File: config.mk
export PLATFORM = sky130hd
export DESIGN_NAME = chiller_process_register_map
export DESIGN_NICKNAME = d
export VERILOG_FILES = /design/src/design/chiller_regs_pkg.sv /design/src/design/chiller_process_register_map.sv
export SDC_FILE = /design/constraint.sdc
export NUM_CORES = 1
export LEC_CHECK = 0
export BUFFER_PORTS_ARGS = -buffer_cell sky130_fd_sc_hd__buf_4
export CORE_AREA = 3 3 169 171
export DETAILED_ROUTE_END_ITERATION = 16
export DIE_AREA = 0 0 172 174
export GPL_ROUTABILITY_DRIVEN = 0
export PLACE_DENSITY = 0.55
export SYNTH_ARGS = -nofsm -noshare
export SYNTH_HDL_FRONTEND = slang
export SYNTH_SLANG_ARGS = --single-unit
File: constraint.sdc
create_clock -name sys_clk -period 5.2 [get_ports sys_clk]
set_input_delay 1.04 -clock sys_clk [delete_from_list [all_inputs] [get_ports sys_clk]]
set_output_delay 1.04 -clock sys_clk [all_outputs]
set_load 0.03 [all_outputs]
File: src/design/chiller_regs_pkg.sv
package chiller_regs_pkg;

   // Word indices of the sixteen-word bank
   localparam logic [15:0] ADDR_DISCH_TEMP   = 16'h0000;
   localparam logic [15:0] ADDR_DISCH_PRESS  = 16'h0002;
   localparam logic [15:0] ADDR_FLUID_COND   = 16'h0003;
   localparam logic [15:0] ADDR_STATUS_PRI   = 16'h0004;
   localparam logic [15:0] ADDR_ALARM_A      = 16'h0005;
   localparam logic [15:0] ADDR_ALARM_B      = 16'h0006;
   localparam logic [15:0] ADDR_ALARM_C      = 16'h0007;
   localparam logic [15:0] ADDR_STATUS_SEC   = 16'h0009;
   localparam logic [15:0] ADDR_SETPOINT     = 16'h000b;
   localparam logic [15:0] ADDR_RUN_CMD      = 16'h000c;
   localparam logic [15:0] ADDR_LAST         = 16'h000f;
   localparam int          WORD_COUNT        = 16;

   // Setpoint limits, 0.1 degree per count
   localparam logic [15:0] SETP_MIN_C        = 16'h0032;
   localparam logic [15:0] SETP_MAX_C        = 16'h0190;
   localparam logic [15:0] SETP_MIN_F        = 16'h019a;
   localparam logic [15:0] SETP_MAX_F        = 16'h0410;

   // Value ranges of the plant inputs
   localparam logic [15:0] TEMP_MIN_C        = 16'hfbb4;
   localparam logic [15:0] TEMP_MAX_C        = 16'h05dc;
   localparam logic [15:0] TEMP_MIN_F        = 16'hf984;
   localparam logic [15:0] TEMP_MAX_F        = 16'h0bcc;
   localparam logic [15:0] PRESS_MAX_MPA     = 16'h012c;
   localparam logic [15:0] PRESS_MAX_PSI     = 16'h01b3;
   localparam logic [15:0] RESIST_MAX        = 16'h002d;
   localparam logic [15:0] COND_MIN          = 16'h0014;
   localparam logic [15:0] COND_MAX          = 16'h01e0;

   // Reset values
   localparam logic [15:0] SETP_RESET        = 16'h0190;
   localparam logic        RUN_CMD_RESET     = 1'b0;

   // Primary status word bit positions
   localparam int BIT_RUN        = 0;
   localparam int BIT_STOP_ALARM = 1;
   localparam int BIT_CONT_ALARM = 2;
   localparam int BIT_PRESS_UNIT = 4;
   localparam int BIT_REMOTE     = 5;
   localparam int BIT_TEMP_READY = 9;
   localparam int BIT_TEMP_UNIT  = 10;
   localparam int BIT_RUN_TIMER  = 11;
   localparam int BIT_STOP_TIMER = 12;
   localparam int BIT_RESTART_PF = 13;
   localparam int BIT_ANTI_FREEZE= 14;
   localparam int BIT_AUTO_FILL  = 15;

   // Error code for an out-of-range address
   localparam logic [7:0] ERR_BAD_ADDR = 8'h02;

   // Sensor selection in the secondary status word
   typedef enum logic [1:0] {
      SENSOR_NONE   = 2'h0,
      SENSOR_RESIST = 2'h1,
      SENSOR_COND   = 2'h2
   } sensor_sel_e;

   // Plant inputs that travel together
   typedef struct packed {
      logic [15:0] panelPresentValue;
      logic [15:0] dischPressure;
      logic [15:0] fluidCond;
      logic [15:0] alarmA;
      logic [15:0] alarmB;
      logic [15:0] alarmC;
      logic        running;
      logic        stopAlarm;
      logic        contAlarm;
      logic        pressUnitPsi;
      logic        remoteSerial;
      logic        tempReady;
      logic        tempUnitF;
      logic        runTimerSet;
      logic        stopTimerSet;
      logic        restartPfSet;
      logic        antiFreezeSet;
      logic        autoFillActive;
      logic        sensorEnabled;
      logic [1:0]  sensorSel;
   } plant_s;

   // Request from the protocol engine
   typedef struct packed {
      logic        valid;
      logic        write;
      logic [15:0] addr;
      logic [4:0]  count;
      logic [15:0] data;
   } reg_req_s;

endpackage : chiller_regs_pkg

File: src/design/chiller_process_register_map.sv
`timescale 1ns/1ps
module chiller_process_register_map
   import chiller_regs_pkg::*;
(
   input  wire logic         sys_clk,
   input  wire logic         sys_rst,
   input  wire plant_s       plant,
   input  wire reg_req_s     req,
   output logic              reqReady,
   output logic              rspValid,
   output logic              rspError,
   output logic [7:0]        rspErrCode,
   output logic [WORD_COUNT*16-1:0] rspWords,
   output logic [15:0]       setpoint,
   output logic              runCommand
);

   logic [15:0]              setpointReg;
   logic [15:0]              setpointNext;
   logic                     runCmdReg;
   logic                     runCmdNext;
   logic                     rspValidReg;
   logic                     rspValidNext;
   logic                     rspErrorReg;
   logic                     rspErrorNext;
   logic [7:0]               errCodeReg;
   logic [7:0]               errCodeNext;
   logic [WORD_COUNT*16-1:0] snapReg;
   logic [WORD_COUNT*16-1:0] snapNext;
   logic [15:0]              statusPri;
   logic [15:0]              statusSec;
   logic [15:0]              condWord;
   logic [15:0]              setpMin;
   logic [15:0]              setpMax;
   logic [15:0]              setpClamped;
   logic [WORD_COUNT*16-1:0] liveWords;
   logic [16:0]              lastAddr;
   logic                     addrBad;

   // The bank answers every request in the cycle after it is taken
   assign reqReady = 1'b1;

   // Primary status word; unused bits stay zero
   always_comb begin
      statusPri = 16'h0000;
      statusPri[BIT_RUN]         = plant.running;
      statusPri[BIT_STOP_ALARM]  = plant.stopAlarm;
      statusPri[BIT_CONT_ALARM]  = plant.contAlarm;
      statusPri[BIT_PRESS_UNIT]  = plant.pressUnitPsi;
      statusPri[BIT_REMOTE]      = plant.remoteSerial;
      statusPri[BIT_TEMP_READY]  = plant.tempReady;
      statusPri[BIT_TEMP_UNIT]   = plant.tempUnitF;
      statusPri[BIT_RUN_TIMER]   = plant.runTimerSet;
      statusPri[BIT_STOP_TIMER]  = plant.stopTimerSet;
      statusPri[BIT_RESTART_PF]  = plant.restartPfSet;
      statusPri[BIT_ANTI_FREEZE] = plant.antiFreezeSet;
      // fill state, follows plant even without the option
      statusPri[BIT_AUTO_FILL]   = plant.autoFillActive;
   end

   // Secondary status and sensor word
   always_comb begin
      statusSec = {14'h0000, plant.sensorSel};
      condWord  = plant.sensorEnabled ? plant.fluidCond : 16'h0000;
   end

   // Live image of the whole bank, reserved words tied to zero
   always_comb begin
      liveWords = '0;
      liveWords[ADDR_DISCH_TEMP*16 +: 16]  = plant.panelPresentValue;
      liveWords[ADDR_DISCH_PRESS*16 +: 16] = plant.dischPressure;
      liveWords[ADDR_FLUID_COND*16 +: 16]  = condWord;
      liveWords[ADDR_STATUS_PRI*16 +: 16]  = statusPri;
      liveWords[ADDR_ALARM_A*16 +: 16]     = plant.alarmA;
      liveWords[ADDR_ALARM_B*16 +: 16]     = plant.alarmB;
      liveWords[ADDR_ALARM_C*16 +: 16]     = plant.alarmC;
      liveWords[ADDR_STATUS_SEC*16 +: 16]  = statusSec;
      liveWords[ADDR_SETPOINT*16 +: 16]    = setpointReg;
      liveWords[ADDR_RUN_CMD*16 +: 16]     = {15'h0000, runCmdReg};
   end

   // Limits follow the selected temperature unit
   always_comb begin
      setpMin = plant.tempUnitF ? SETP_MIN_F : SETP_MIN_C;
      setpMax = plant.tempUnitF ? SETP_MAX_F : SETP_MAX_C;
      if (req.data > setpMax) begin
         setpClamped = setpMax;
      end else if (req.data < setpMin) begin
         setpClamped = setpMin;
      end else begin
         setpClamped = req.data;
      end
   end

   // Range check covers the last word of a burst as well
   always_comb begin
      lastAddr = {1'b0, req.addr} + {12'h000, req.count} - 17'h00001;
      addrBad  = (req.count == 5'h00) || (lastAddr > {1'b0, ADDR_LAST});
   end

   // Next-state of bank, answer and snapshot
   always_comb begin
      setpointNext = setpointReg;
      runCmdNext   = runCmdReg;
      rspValidNext = 1'b0;
      rspErrorNext = 1'b0;
      errCodeNext  = 8'h00;
      snapNext     = snapReg;
      if (req.valid) begin
         rspValidNext = 1'b1;
         if (addrBad) begin
            rspErrorNext = 1'b1;
            errCodeNext  = ERR_BAD_ADDR;
         end else if (req.write) begin
            // only 0Bh and 0Ch hold state; others ignore writes
            if (req.addr == ADDR_SETPOINT && plant.remoteSerial) begin
               setpointNext = setpClamped;
            end
            if (req.addr == ADDR_RUN_CMD && plant.remoteSerial) begin
               runCmdNext = req.data[0];
            end
         end else begin
            // whole bank captured in one cycle
            snapNext = liveWords;
         end
      end
   end

   // Registers only; plant state is sampled on in-range reads and held in the snapshot until the next in-range read or a reset clears it
   always_ff @(posedge sys_clk) begin
      if (sys_rst) begin
         setpointReg <= SETP_RESET;
         runCmdReg   <= RUN_CMD_RESET;
         rspValidReg <= 1'b0;
         rspErrorReg <= 1'b0;
         errCodeReg  <= 8'h00;
         snapReg     <= '0;
      end else begin
         setpointReg <= setpointNext;
         runCmdReg   <= runCmdNext;
         rspValidReg <= rspValidNext;
         rspErrorReg <= rspErrorNext;
         errCodeReg  <= errCodeNext;
         snapReg     <= snapNext;
      end
   end

   assign rspValid   = rspValidReg;
   assign rspError   = rspErrorReg;
   assign rspErrCode = errCodeReg;
   assign rspWords   = snapReg;
   assign setpoint   = setpointReg;
   assign runCommand = runCmdReg;
endmodule : chiller_process_register_map

==> results of run 1 <==
## sequential cells by signal, summed over array words and instances (netlist names)
signal      cells
runCommand      1
setpoint       16
rspErrCode      1
rspValid        1
rspWords      127
## cells in the final DEF, fill, tap and decap left out, types with 10 or more instances in the layout
| cell type | n |
|---|---|
| nor2_1 | 18 |
| inv_1 | 43 |
| buf_4 | 310 |
| o21ai_0 | 135 |
| a21oi_1 | 139 |
| ha_1 | 32 |
| conb_1 | 137 |
| dfxtp_1 | 146 |
| nand4_1 | 114 |
| nand2_1 | 30 |
| mux2i_1 | 12 |
| clkbuf_16 | 17 |
| nor3b_1 | 10 |
| or3_1 | 24 |
## area by class of cell
cell class / count / area share
flip-flops and latches: 146 / 0.2683
repair buffers: 317 / 0.2265
clock buffers: 18 / 0.03939
well taps: 341 / 0.03916
inverters: 43 / 0.01481
multi-input cells: 748 / 0.3969
clock inverters: 14 / 0.01504
## layer usage
metal  vias up  wire length (um)  global-route usage
li1       3923                 -                   -
met1      3771             11850              0.2219
met2       290             13420              0.2839
met3        21              2067             0.04912
met4         0               435             0.04624
met5         -                 0                   0
## worst max-delay path, stage by stage
cell	delay, ns
buf_4	0.08
inv_1	0.03
ha_1	0.27
inv_1	0.06
ha_1	0.18
inv_1	0.06
fa_1	0.37
and3b_1	0.26
o21a_1	0.13
o211ai_1	0.09
or4_1	0.53
a2111oi_2	0.47
and3_4	0.53
nand4_2	0.39
mux2i_1	0.21
## how the worst max path moves through the flow
stage | cells past startpoint | slack [ns] | from | to
floorplan | 15 | 1.0 | req[17] | rspWords[61]
global placement | 15 | 0.40 | req[17] | setpoint[4]
detailed placement | 15 | 0.33 | req[17] | setpoint[3]
CTS | 15 | 0.77 | req[17] | setpoint[5]
global route | 15 | 0.48 | req[17] | setpoint[4]
finish | 15 | 0.77 | req[17] | setpoint[5]
## cells by family after synthesis
| logic type | after synthesis |
|---|---|
| AO/OA/AOI/OAI | 324 |
| buffers and inverters | 273 |
| AND/OR/NAND/NOR | 240 |
| flip-flops | 146 |
| adder cells (fa/ha/maj) | 33 |
| multiplexers | 14 |
| other | 2 |
## per-stage QoR
stage	hold WS [ns]	total power (uW)	worst slack [ns]	instance area (um2)
finish	0.4708	2894	0.7734	10900
global route	0.4920	3037	0.4833	10900
CTS	0.4744	2938	0.7714	10900
detailed placement	0.4652	1670	0.3306	10300
global placement	0.4578	1671	0.3952	10300
floorplan	0.6025	1573	0.9951	8846
## power groups by stage
stage / Sequential (uW) / Clock [uW] / Combinational (uW)
4_1_cts: 1120 / 1290 / 527
3_5_place_dp: 1140 / 0 / 525
6_report: 1120 / 1250 / 529
5_1_grt: 1120 / 1340 / 574
2_1_floorplan: 1150 / 0 / 427
3_3_place_gp: 1140 / 0 / 527
==> flow_summary.yaml, run 1 <==
worst_setup_path:
  endpoint_kind: "flip-flop"
  arrival_ns: 4.72
  timing.rr.start: "runCommand"
  crit_path_max_fanout: 27
  worstPathRequired_ns: 5.49
  worstSetupPathType: "in -> reg"
  ff2ff_setup_slack_ns: 4.39
  rr_worst_depth: 3
  worstReg2RegEnd: "runCommand"
  cp-start-kind: "input pin"
min_path:
  hold_start: "rspWords[53]"
  min_path_cells: 2
  worstHoldEndpoint: "rspWords[53]"
  holdCritPathClass: "reg -> reg"
floorplan:
  ios: 436
  die_h_um: 174
  initial_core_util: 0.3086
  core_area_um2: 27030
  std_cell_rows: 60
  die_area_um2: 29930
  fp.dieW_um: 172
sta:
  slew_headroom: 0.4694
  worst_pin_slew_ns: 0.7899
  fmax_ghz: 0.2259
  setup_viol_count_final: 0
  maxSlewViolCount: 0
  rsz0062_at_grt: "no"
  finClkSkew_ns: 0.01208
  finalHoldViolations: 0
  fin_crit_sh: 0.8513
  finalSetupTns_ns: 0
  finalCriticalPeriod_ns: 4.427
detailed_routing:
  wire_per_inst_um: 17.07
  vias_per_cell: 4.920
  dr.first_iter.drc_count: 546
  drc_errors: 0
  via_count: 8005
  wirelength_um: 27770
  firstDrtPassIters: 5
  ant_nets: 0
synth:
  synth_flop_cell: "dfxtp_1"
  synthAdderAreaFrac: 0.05041
  yosys_warnings: 0
  ys_seq_area_frac: 0.3505
  async_flop_share: 0
  synth_simple_gate_area_frac: 0.1689
  synth_xor_area_frac: 0
  synth.top_cell.area_share: 0.3505
  synth.area.top_cells: "dfxtp_1 (35%), buf_4 (14%), nand4_1 (8.6%), a21oi_1 (8.3%), o21ai_0 (8.1%)"
  synth_area_leader_cell: "dfxtp_1"
  syn_area_um2: 8339
  ys_ff_latch: 146
  synthMuxAreaShare: 0.01710
  syn_inst: 1032
  syn_area_per_cell_um2: 8.081
  synth_top_family_by_area: "compound AO/OA/AOI/OAI gates"
  yosysUniqueCellTypes: 61
  synth-compound-area-share: 0.2167
  synth-edff-count: 0
  synth_commonest_cells: "buf_4 (151), dfxtp_1 (146), a21oi_1 (139)"
  synth.most_common_cell: "buf_4"
layout:
  final_nets: 1458
  multiInputGateArea_um2: 4324
  layout-drive-gt1-share: 0.2846
  area_delta_synth_final_pct: 30.65
  instances_no_fill: 1627
  regArea_um2: 2923
  nFillCells: 2825
  fin_util: 0.4031
  antenna_cells: 0
place:
  io_buffers: 298
  dp_hpwl_um: 19800
  dp_cells: 1595
pwr:
  p_comb_frac: 0.183
  p_int_uw: 1962
  ir_drop_mv: 0.1712
  p_leak_uw: 0.004709
  seq_power_share: 0.387
  netSwitchingFraction: 0.3219
  switchingPower_uw: 931.6
  pwr-share-clk: 0.431
  p_per_area_nw_per_um2: 265.6
cts:
  numCtsBuffers: 17
  cts_setup_buffers: 0
  cts_sinks: 146
  cts_resized: 0
  h-tree-depth: 4
  cts_hold_buf: 0
  clkLatencyLatePin_ns: 0.42
  cts-root-buf: "clkbuf_16"
  clockBufferDepth: 2
  cts_tree: "built"
  clk_pin_slew_ns: 0.07
global_route:
  grt_max_degree: 97
  grt_pass1_vias: 7449
  grt_pass1_wl_um: 41820
  antenna_found_initial: 0
  gr-total-overflow: 0
  grtUsageTotal: 0.1729
job:
  maxCapViolations: 0
outcome:
  outcome: "completed"
Note: power is estimated with default switching activity, not from simulation.
==> inputs of run 2 (changes only) <==
- RECOVER_POWER: unset -> 25
- clock period: 5.2 -> 5.7 ns (I/O delays scaled with it)
==> run 2 against run 1 <==
The flow now finishes with violations (capacitance limit, slew limit). Worst setup slack improved by 0.26 ns. Global-route usage fell by 0.069 points. Sequential share of layout area rose by 0.80 points. Final cell count fell by 0.18%. Clock-buffer cell count did not move. Via count rose by 1.3%.
==> flow_summary.yaml, run 2 (same netlist as run 1, synthesis figures left out) <==
sta:
  fin_crit_sh: 0.8180
  worst_slack_ns: 1.038
  rsz0062_at_grt: "no"
  maxSlewViolCount: 69
  finalSetupTns_ns: 0
  setup_viol_count_final: 0
  worst_pin_slew_ns: 3.323
  finalHoldViolations: 0
  finalCriticalPeriod_ns: 4.662
  fin_hold_ws_ns: 0.4701
  slew_headroom: -1.215
  finClkSkew_ns: 0.01146
  fmax_ghz: 0.2145
cts:
  cts_resized: 0
  numCtsBuffers: 17
  clockBufferDepth: 2
  cts_setup_buffers: 0
  cts_hold_buf: 0
  clkLatencyLatePin_ns: 0.42
  clk_pin_slew_ns: 0.07
  cts-root-buf: "clkbuf_16"
  h-tree-depth: 4
  cts_tree: "built"
  cts_sinks: 146
worst_setup_path:
  rr_worst_depth: 2
  worstSetupPathType: "in -> reg"
  cp_slowest_cell: "or4_1"
  endpoint_kind: "flip-flop"
  arrival_ns: 4.81
  worst_path_largest_cell_delay_ns: 0.53
  crit_path_max_fanout: 62
  cp-start-kind: "input pin"
  critical_path.cell_chain: "buf_4 -> inv_1 -> ha_1 -> inv_1 -> ha_1 -> inv_1 -> fa_1 -> and3b_1 -> o21a_1 -> o211ai_1 -> or4_1 -> a2111oi_2 -> nand4_4 -> buf_4 -> buf_4 -> o21ai_0 -> a21oi_1"
  worstPathRequired_ns: 5.85
detailed_routing:
  via_count: 8109
  wirelength_um: 28140
  vias_per_cell: 4.993
  drc_errors: 0
  firstDrtPassIters: 6
  wire_per_inst_um: 17.33
  ant_nets: 0
  dr.first_iter.drc_count: 491
min_path:
  min_path_cells: 2
  holdCritPathClass: "reg -> reg"
layout:
  nFillCells: 2875
  regArea_um2: 2923
  largest_reg_flops: 127
  final_common_cell: "buf_4"
  instances_no_fill: 1624
  multiInputGateArea_um2: 4324
  layout-drive-gt1-share: 0.2268
  layout_common_cells: "buf_4 (238), dfxtp_1 (146), a21oi_1 (139), conb_1 (137), o21ai_0 (135)"
  final_nets: 1455
  fin_util: 0.3915
  antenna_cells: 0
  area_delta_synth_final_pct: 26.87
outcome:
  violations: "capacitance limit, slew limit"
  outcome: "finished with violations"
place:
  dp_cells: 1592
  dp_hpwl_um: 19740
  io_buffers: 298
  pre_cts_slack_ns: 0.7171
pwr:
  p_per_area_nw_per_um2: 256.2
  ir_drop_mv: 0.1206
  p_leak_uw: 0.004389
floorplan:
  die_h_um: 174
  ios: 436
  fp.dieW_um: 172
  core_area_um2: 27030
  die_area_um2: 29930
  initial_core_util: 0.3086
  std_cell_rows: 60
global_route:
  grt_pass1_vias: 7460
  grtUsageTotal: 0.1722
  grt_max_degree: 69
  grt_pass1_wl_um: 41880
  antenna_found_initial: 0
  gr-total-overflow: 0
job:
  maxCapViolations: 1
## run 2: report_power, final
part	switching [uW]	internal (uW)	total, uW
sequential	0.319	1020	1020
combinational	337	141	479
clock	528	684	1210
total	865	1850	2710
## run 2: path summary, 6_finish.rpt
path | to | slack, ns | start
min reg2reg | rspWords[84] | 0.47 | rspWords[84]
min | rspWords[84] | 0.47 | rspWords[84]
max reg2reg | setpoint[10] | 4.83 | setpoint[10]
max | rspWords[145] | 1.04 | req[17]
## run 2: final cells by class
type,count,share of cell area
inverters,43,0.01526
repair buffers,314,0.2004
clock inverters,14,0.01750
well taps,341,0.04033
flip-flops and latches,146,0.2763
clock buffers,18,0.04151
multi-input cells,748,0.4087
## run 2: worst max-delay path, delay by kind of cell
family | cells | cell delay (ns)
fa+ha+maj | 3 | 0.83
compound gates | 5 | 0.98
simple gates | 3 | 0.93
buf+inv | 6 | 0.86
## run 2: routing by layer
metal,routed length (um),global-route usage,up-vias
met5,0,0,-
met4,403,0.04591,0
met3,2012,0.04185,21
met2,13740,0.2915,303
met1,11980,0.2182,3862
li1,-,-,3923
## run 2: through the flow
stage	total power (uW)	area, um2
3_3_place_gp	1522	10230
3_5_place_dp	1520	10230
6_report	2711	10580
2_1_floorplan	1435	8846
4_1_cts	2747	10850
5_1_grt	2824	10580
==> inputs of run 3 (changes only) <==
- ABC_AREA: unset -> 1
- PLACE_DENSITY: 0.55 -> 0.57
- clock period: 5.7 -> 4.48 ns (I/O delays scaled with it)
==> run 3 against run 2 <==
The flow now finishes without violations. Final cell count is 27% higher. Register-to-register slack worse by 1.1 ns. Non-clock buffer count is 6 lower. Worst setup slack lost 0.23 ns. Via count up 2.6%. Combinational power increased by 11%. Critical path depth rose by 6. Routed wire length is 7.6% lower. Die area did not move. Largest power group unchanged. Highest routed layer unchanged.
==> flow_summary.yaml, run 3 <==
sta:
  finalSetupTns_ns: 0
  finalCriticalPeriod_ns: 3.669
  finalHoldViolations: 0
  fin_crit_sh: 0.8189
  slew_headroom: 0.4765
  finClkSkew_ns: 0.005792
  setup_viol_count_final: 0
  worst_pin_slew_ns: 0.7853
  rsz0062_at_grt: "no"
  maxSlewViolCount: 0
  fmax_ghz: 0.2726
synth:
  synth-edff-count: 0
  yosys_warnings: 0
  syn_area_um2: 8872
  yosysUniqueCellTypes: 32
  syn_inst: 1432
  synth_flop_cell: "dfxtp_1"
  synth_area_leader_cell: "dfxtp_1"
  ys_seq_area_frac: 0.3294
  syn_area_per_cell_um2: 6.196
  synth.most_common_cell: "nand2_1"
  synth_commonest_cells: "nand2_1 (408), nor2_1 (284), inv_1 (239)"
  ys_ff_latch: 146
  synth.area.top_cells: "dfxtp_1 (33%), nand2_1 (17%), nor2_1 (12%), buf_4 (12%), inv_1 (10%)"
  synth.top_cell.area_share: 0.3294
  async_flop_share: 0
cts:
  clockBufferDepth: 2
  clkLatencyLatePin_ns: 0.42
  numCtsBuffers: 17
  h-tree-depth: 4
  cts_resized: 0
  cts-root-buf: "clkbuf_16"
  cts_tree: "built"
  cts_sinks: 146
  cts_hold_buf: 0
  clk_pin_slew_ns: 0.07
  cts_setup_buffers: 0
place:
  place_area_um2: 10870
  dp_hpwl_um: 20250
  io_buffers: 298
global_route:
  grt_pass1_wl_um: 38630
  grt_pass1_vias: 7347
  antenna_found_initial: 0
  grt_max_degree: 134
  grtUsageTotal: 0.1612
  gr-total-overflow: 0
layout:
  final_common_cell: "nand2_1"
  largest_reg_flops: 127
  final_nets: 1896
  area_delta_synth_final_pct: 26.33
  layout-drive-gt1-share: 0.1653
  layout_common_cells: "nand2_1 (408), nor2_1 (284), inv_1 (239), buf_4 (233), dfxtp_1 (146)"
  antenna_cells: 0
  final_area_um2: 11210
outcome:
  outcome: "completed"
floorplan:
  ios: 436
  core_area_um2: 27030
  std_cell_rows: 60
  die_area_um2: 29930
  initial_core_util: 0.3283
  fp.dieW_um: 172
  die_h_um: 174
detailed_routing:
  wirelength_um: 26000
  dr.first_iter.drc_count: 449
  via_count: 8320
  wire_per_inst_um: 12.59
  firstDrtPassIters: 4
  ant_nets: 0
  vias_per_cell: 4.029
  drc_errors: 0
worst_setup_path:
  cp-start-kind: "input pin"
  crit_path_max_fanout: 23
  cpMostUsedCell: "nand2_1"
  endpoint_kind: "flip-flop"
  worstPathRequired_ns: 4.80
  arrival_ns: 3.99
  cp_slowest_cell: "inv_1"
  worst_path_largest_cell_delay_ns: 0.49
  critical_path.cell_chain: "buf_4 -> inv_1 -> ha_1 -> inv_1 -> ha_1 -> inv_1 -> fa_1 -> inv_1 -> nand3_1 -> nand2_1 -> nand2_1 -> nand2_1 -> nand2_1 -> nand2_1 -> nand3_1 -> nor2_1 -> nand2_1 -> nor2_4 -> nand3_4 -> inv_1 -> nand2_1 -> nand2_1 -> nor2_1"
  worstSetupPathType: "in -> reg"
pwr:
  p_per_area_nw_per_um2: 292.0
  p_leak_uw: 0.006523
  ir_drop_mv: 0.2013
min_path:
  holdCritPathClass: "reg -> reg"
job:
  maxCapViolations: 0
-- run 3: power breakdown --
group | total (uW) | leakage (uW) | switching, uW | internal (uW)
sequential | 1300 | 0.00118 | 0.616 | 1300
combinational | 533 | 0.00506 | 368 | 165
clock | 1440 | 0.000290 | 683 | 759
total | 3270 | 0.00652 | 1050 | 2220
-- run 3: cell type report --
class,count,area [um2]
Inverter,250,940.9
Timing Repair Buffer,308,2063
Multi-Input combinational cell,988,4243
Clock inverter,15,186.4
Fill cell,3005,15820
Tap cell,341,426.7
Clock buffer,17,425.4
Sequential cell,146,2923
-- run 3: path summary, 6_finish.rpt --
path	from	to	slack, ns	cells past startpoint
max	req[22]	rspWords[49]	0.81	23
min	setpoint[9]	rspWords[185]	0.46	2
max reg2reg	rspWords[181]	rspWords[181]	3.76	4
min reg2reg	setpoint[9]	rspWords[185]	0.46	2
-- run 3: stage by stage --
stage / util / cells / total power, uW / hold WS (ns) / worst slack, ns
after detailed placement: 0.4022 / 2033 / 1857 / 0.4575 / 0.3790
after global routing: 0.4147 / 2065 / 3449 / 0.4968 / 0.4623
after CTS: 0.4249 / 2065 / 3326 / 0.4665 / 0.8297
final: 0.4147 / 2065 / 3273 / 0.4643 / 0.8112
after global placement: 0.4022 / 2033 / 1858 / 0.4606 / 0.4433
after floorplan: - / 1567 / 1782 / 0.5937 / 1.095
-- run 3: logic make-up (layout without fill, tap and decap cells) --
| kind of cell | Yosys count | after routing | share of synthesized area |
|---|---|---|---|
| buffers and inverters | 433 | 590 | 0.2495 |
| AND/OR/NAND/NOR | 782 | 782 | 0.3516 |
| flip-flops | 146 | 146 | 0.3294 |
| other | 2 | 137 | 0.0008465 |
| AO/OA/AOI/OAI | 36 | 36 | 0.02129 |
| adder cells (fa/ha/maj) | 33 | 33 | 0.04738 |
-- run 3: metal layers --
metal	share of wire	GRT usage	wire, um
met3	0.076	0.03935	1972
met2	0.46	0.2687	12020
met4	0.017	0.04624	429
met1	0.45	0.2064	11580
met5	0	0	0
-- run 3: worst max-delay path, delay by kind of cell --
kind,cells,cell delay [ns]
buffers and inverters,6,0.90
adder cells (fa/ha/maj),3,0.78
AND/OR/NAND/NOR,14,1.41
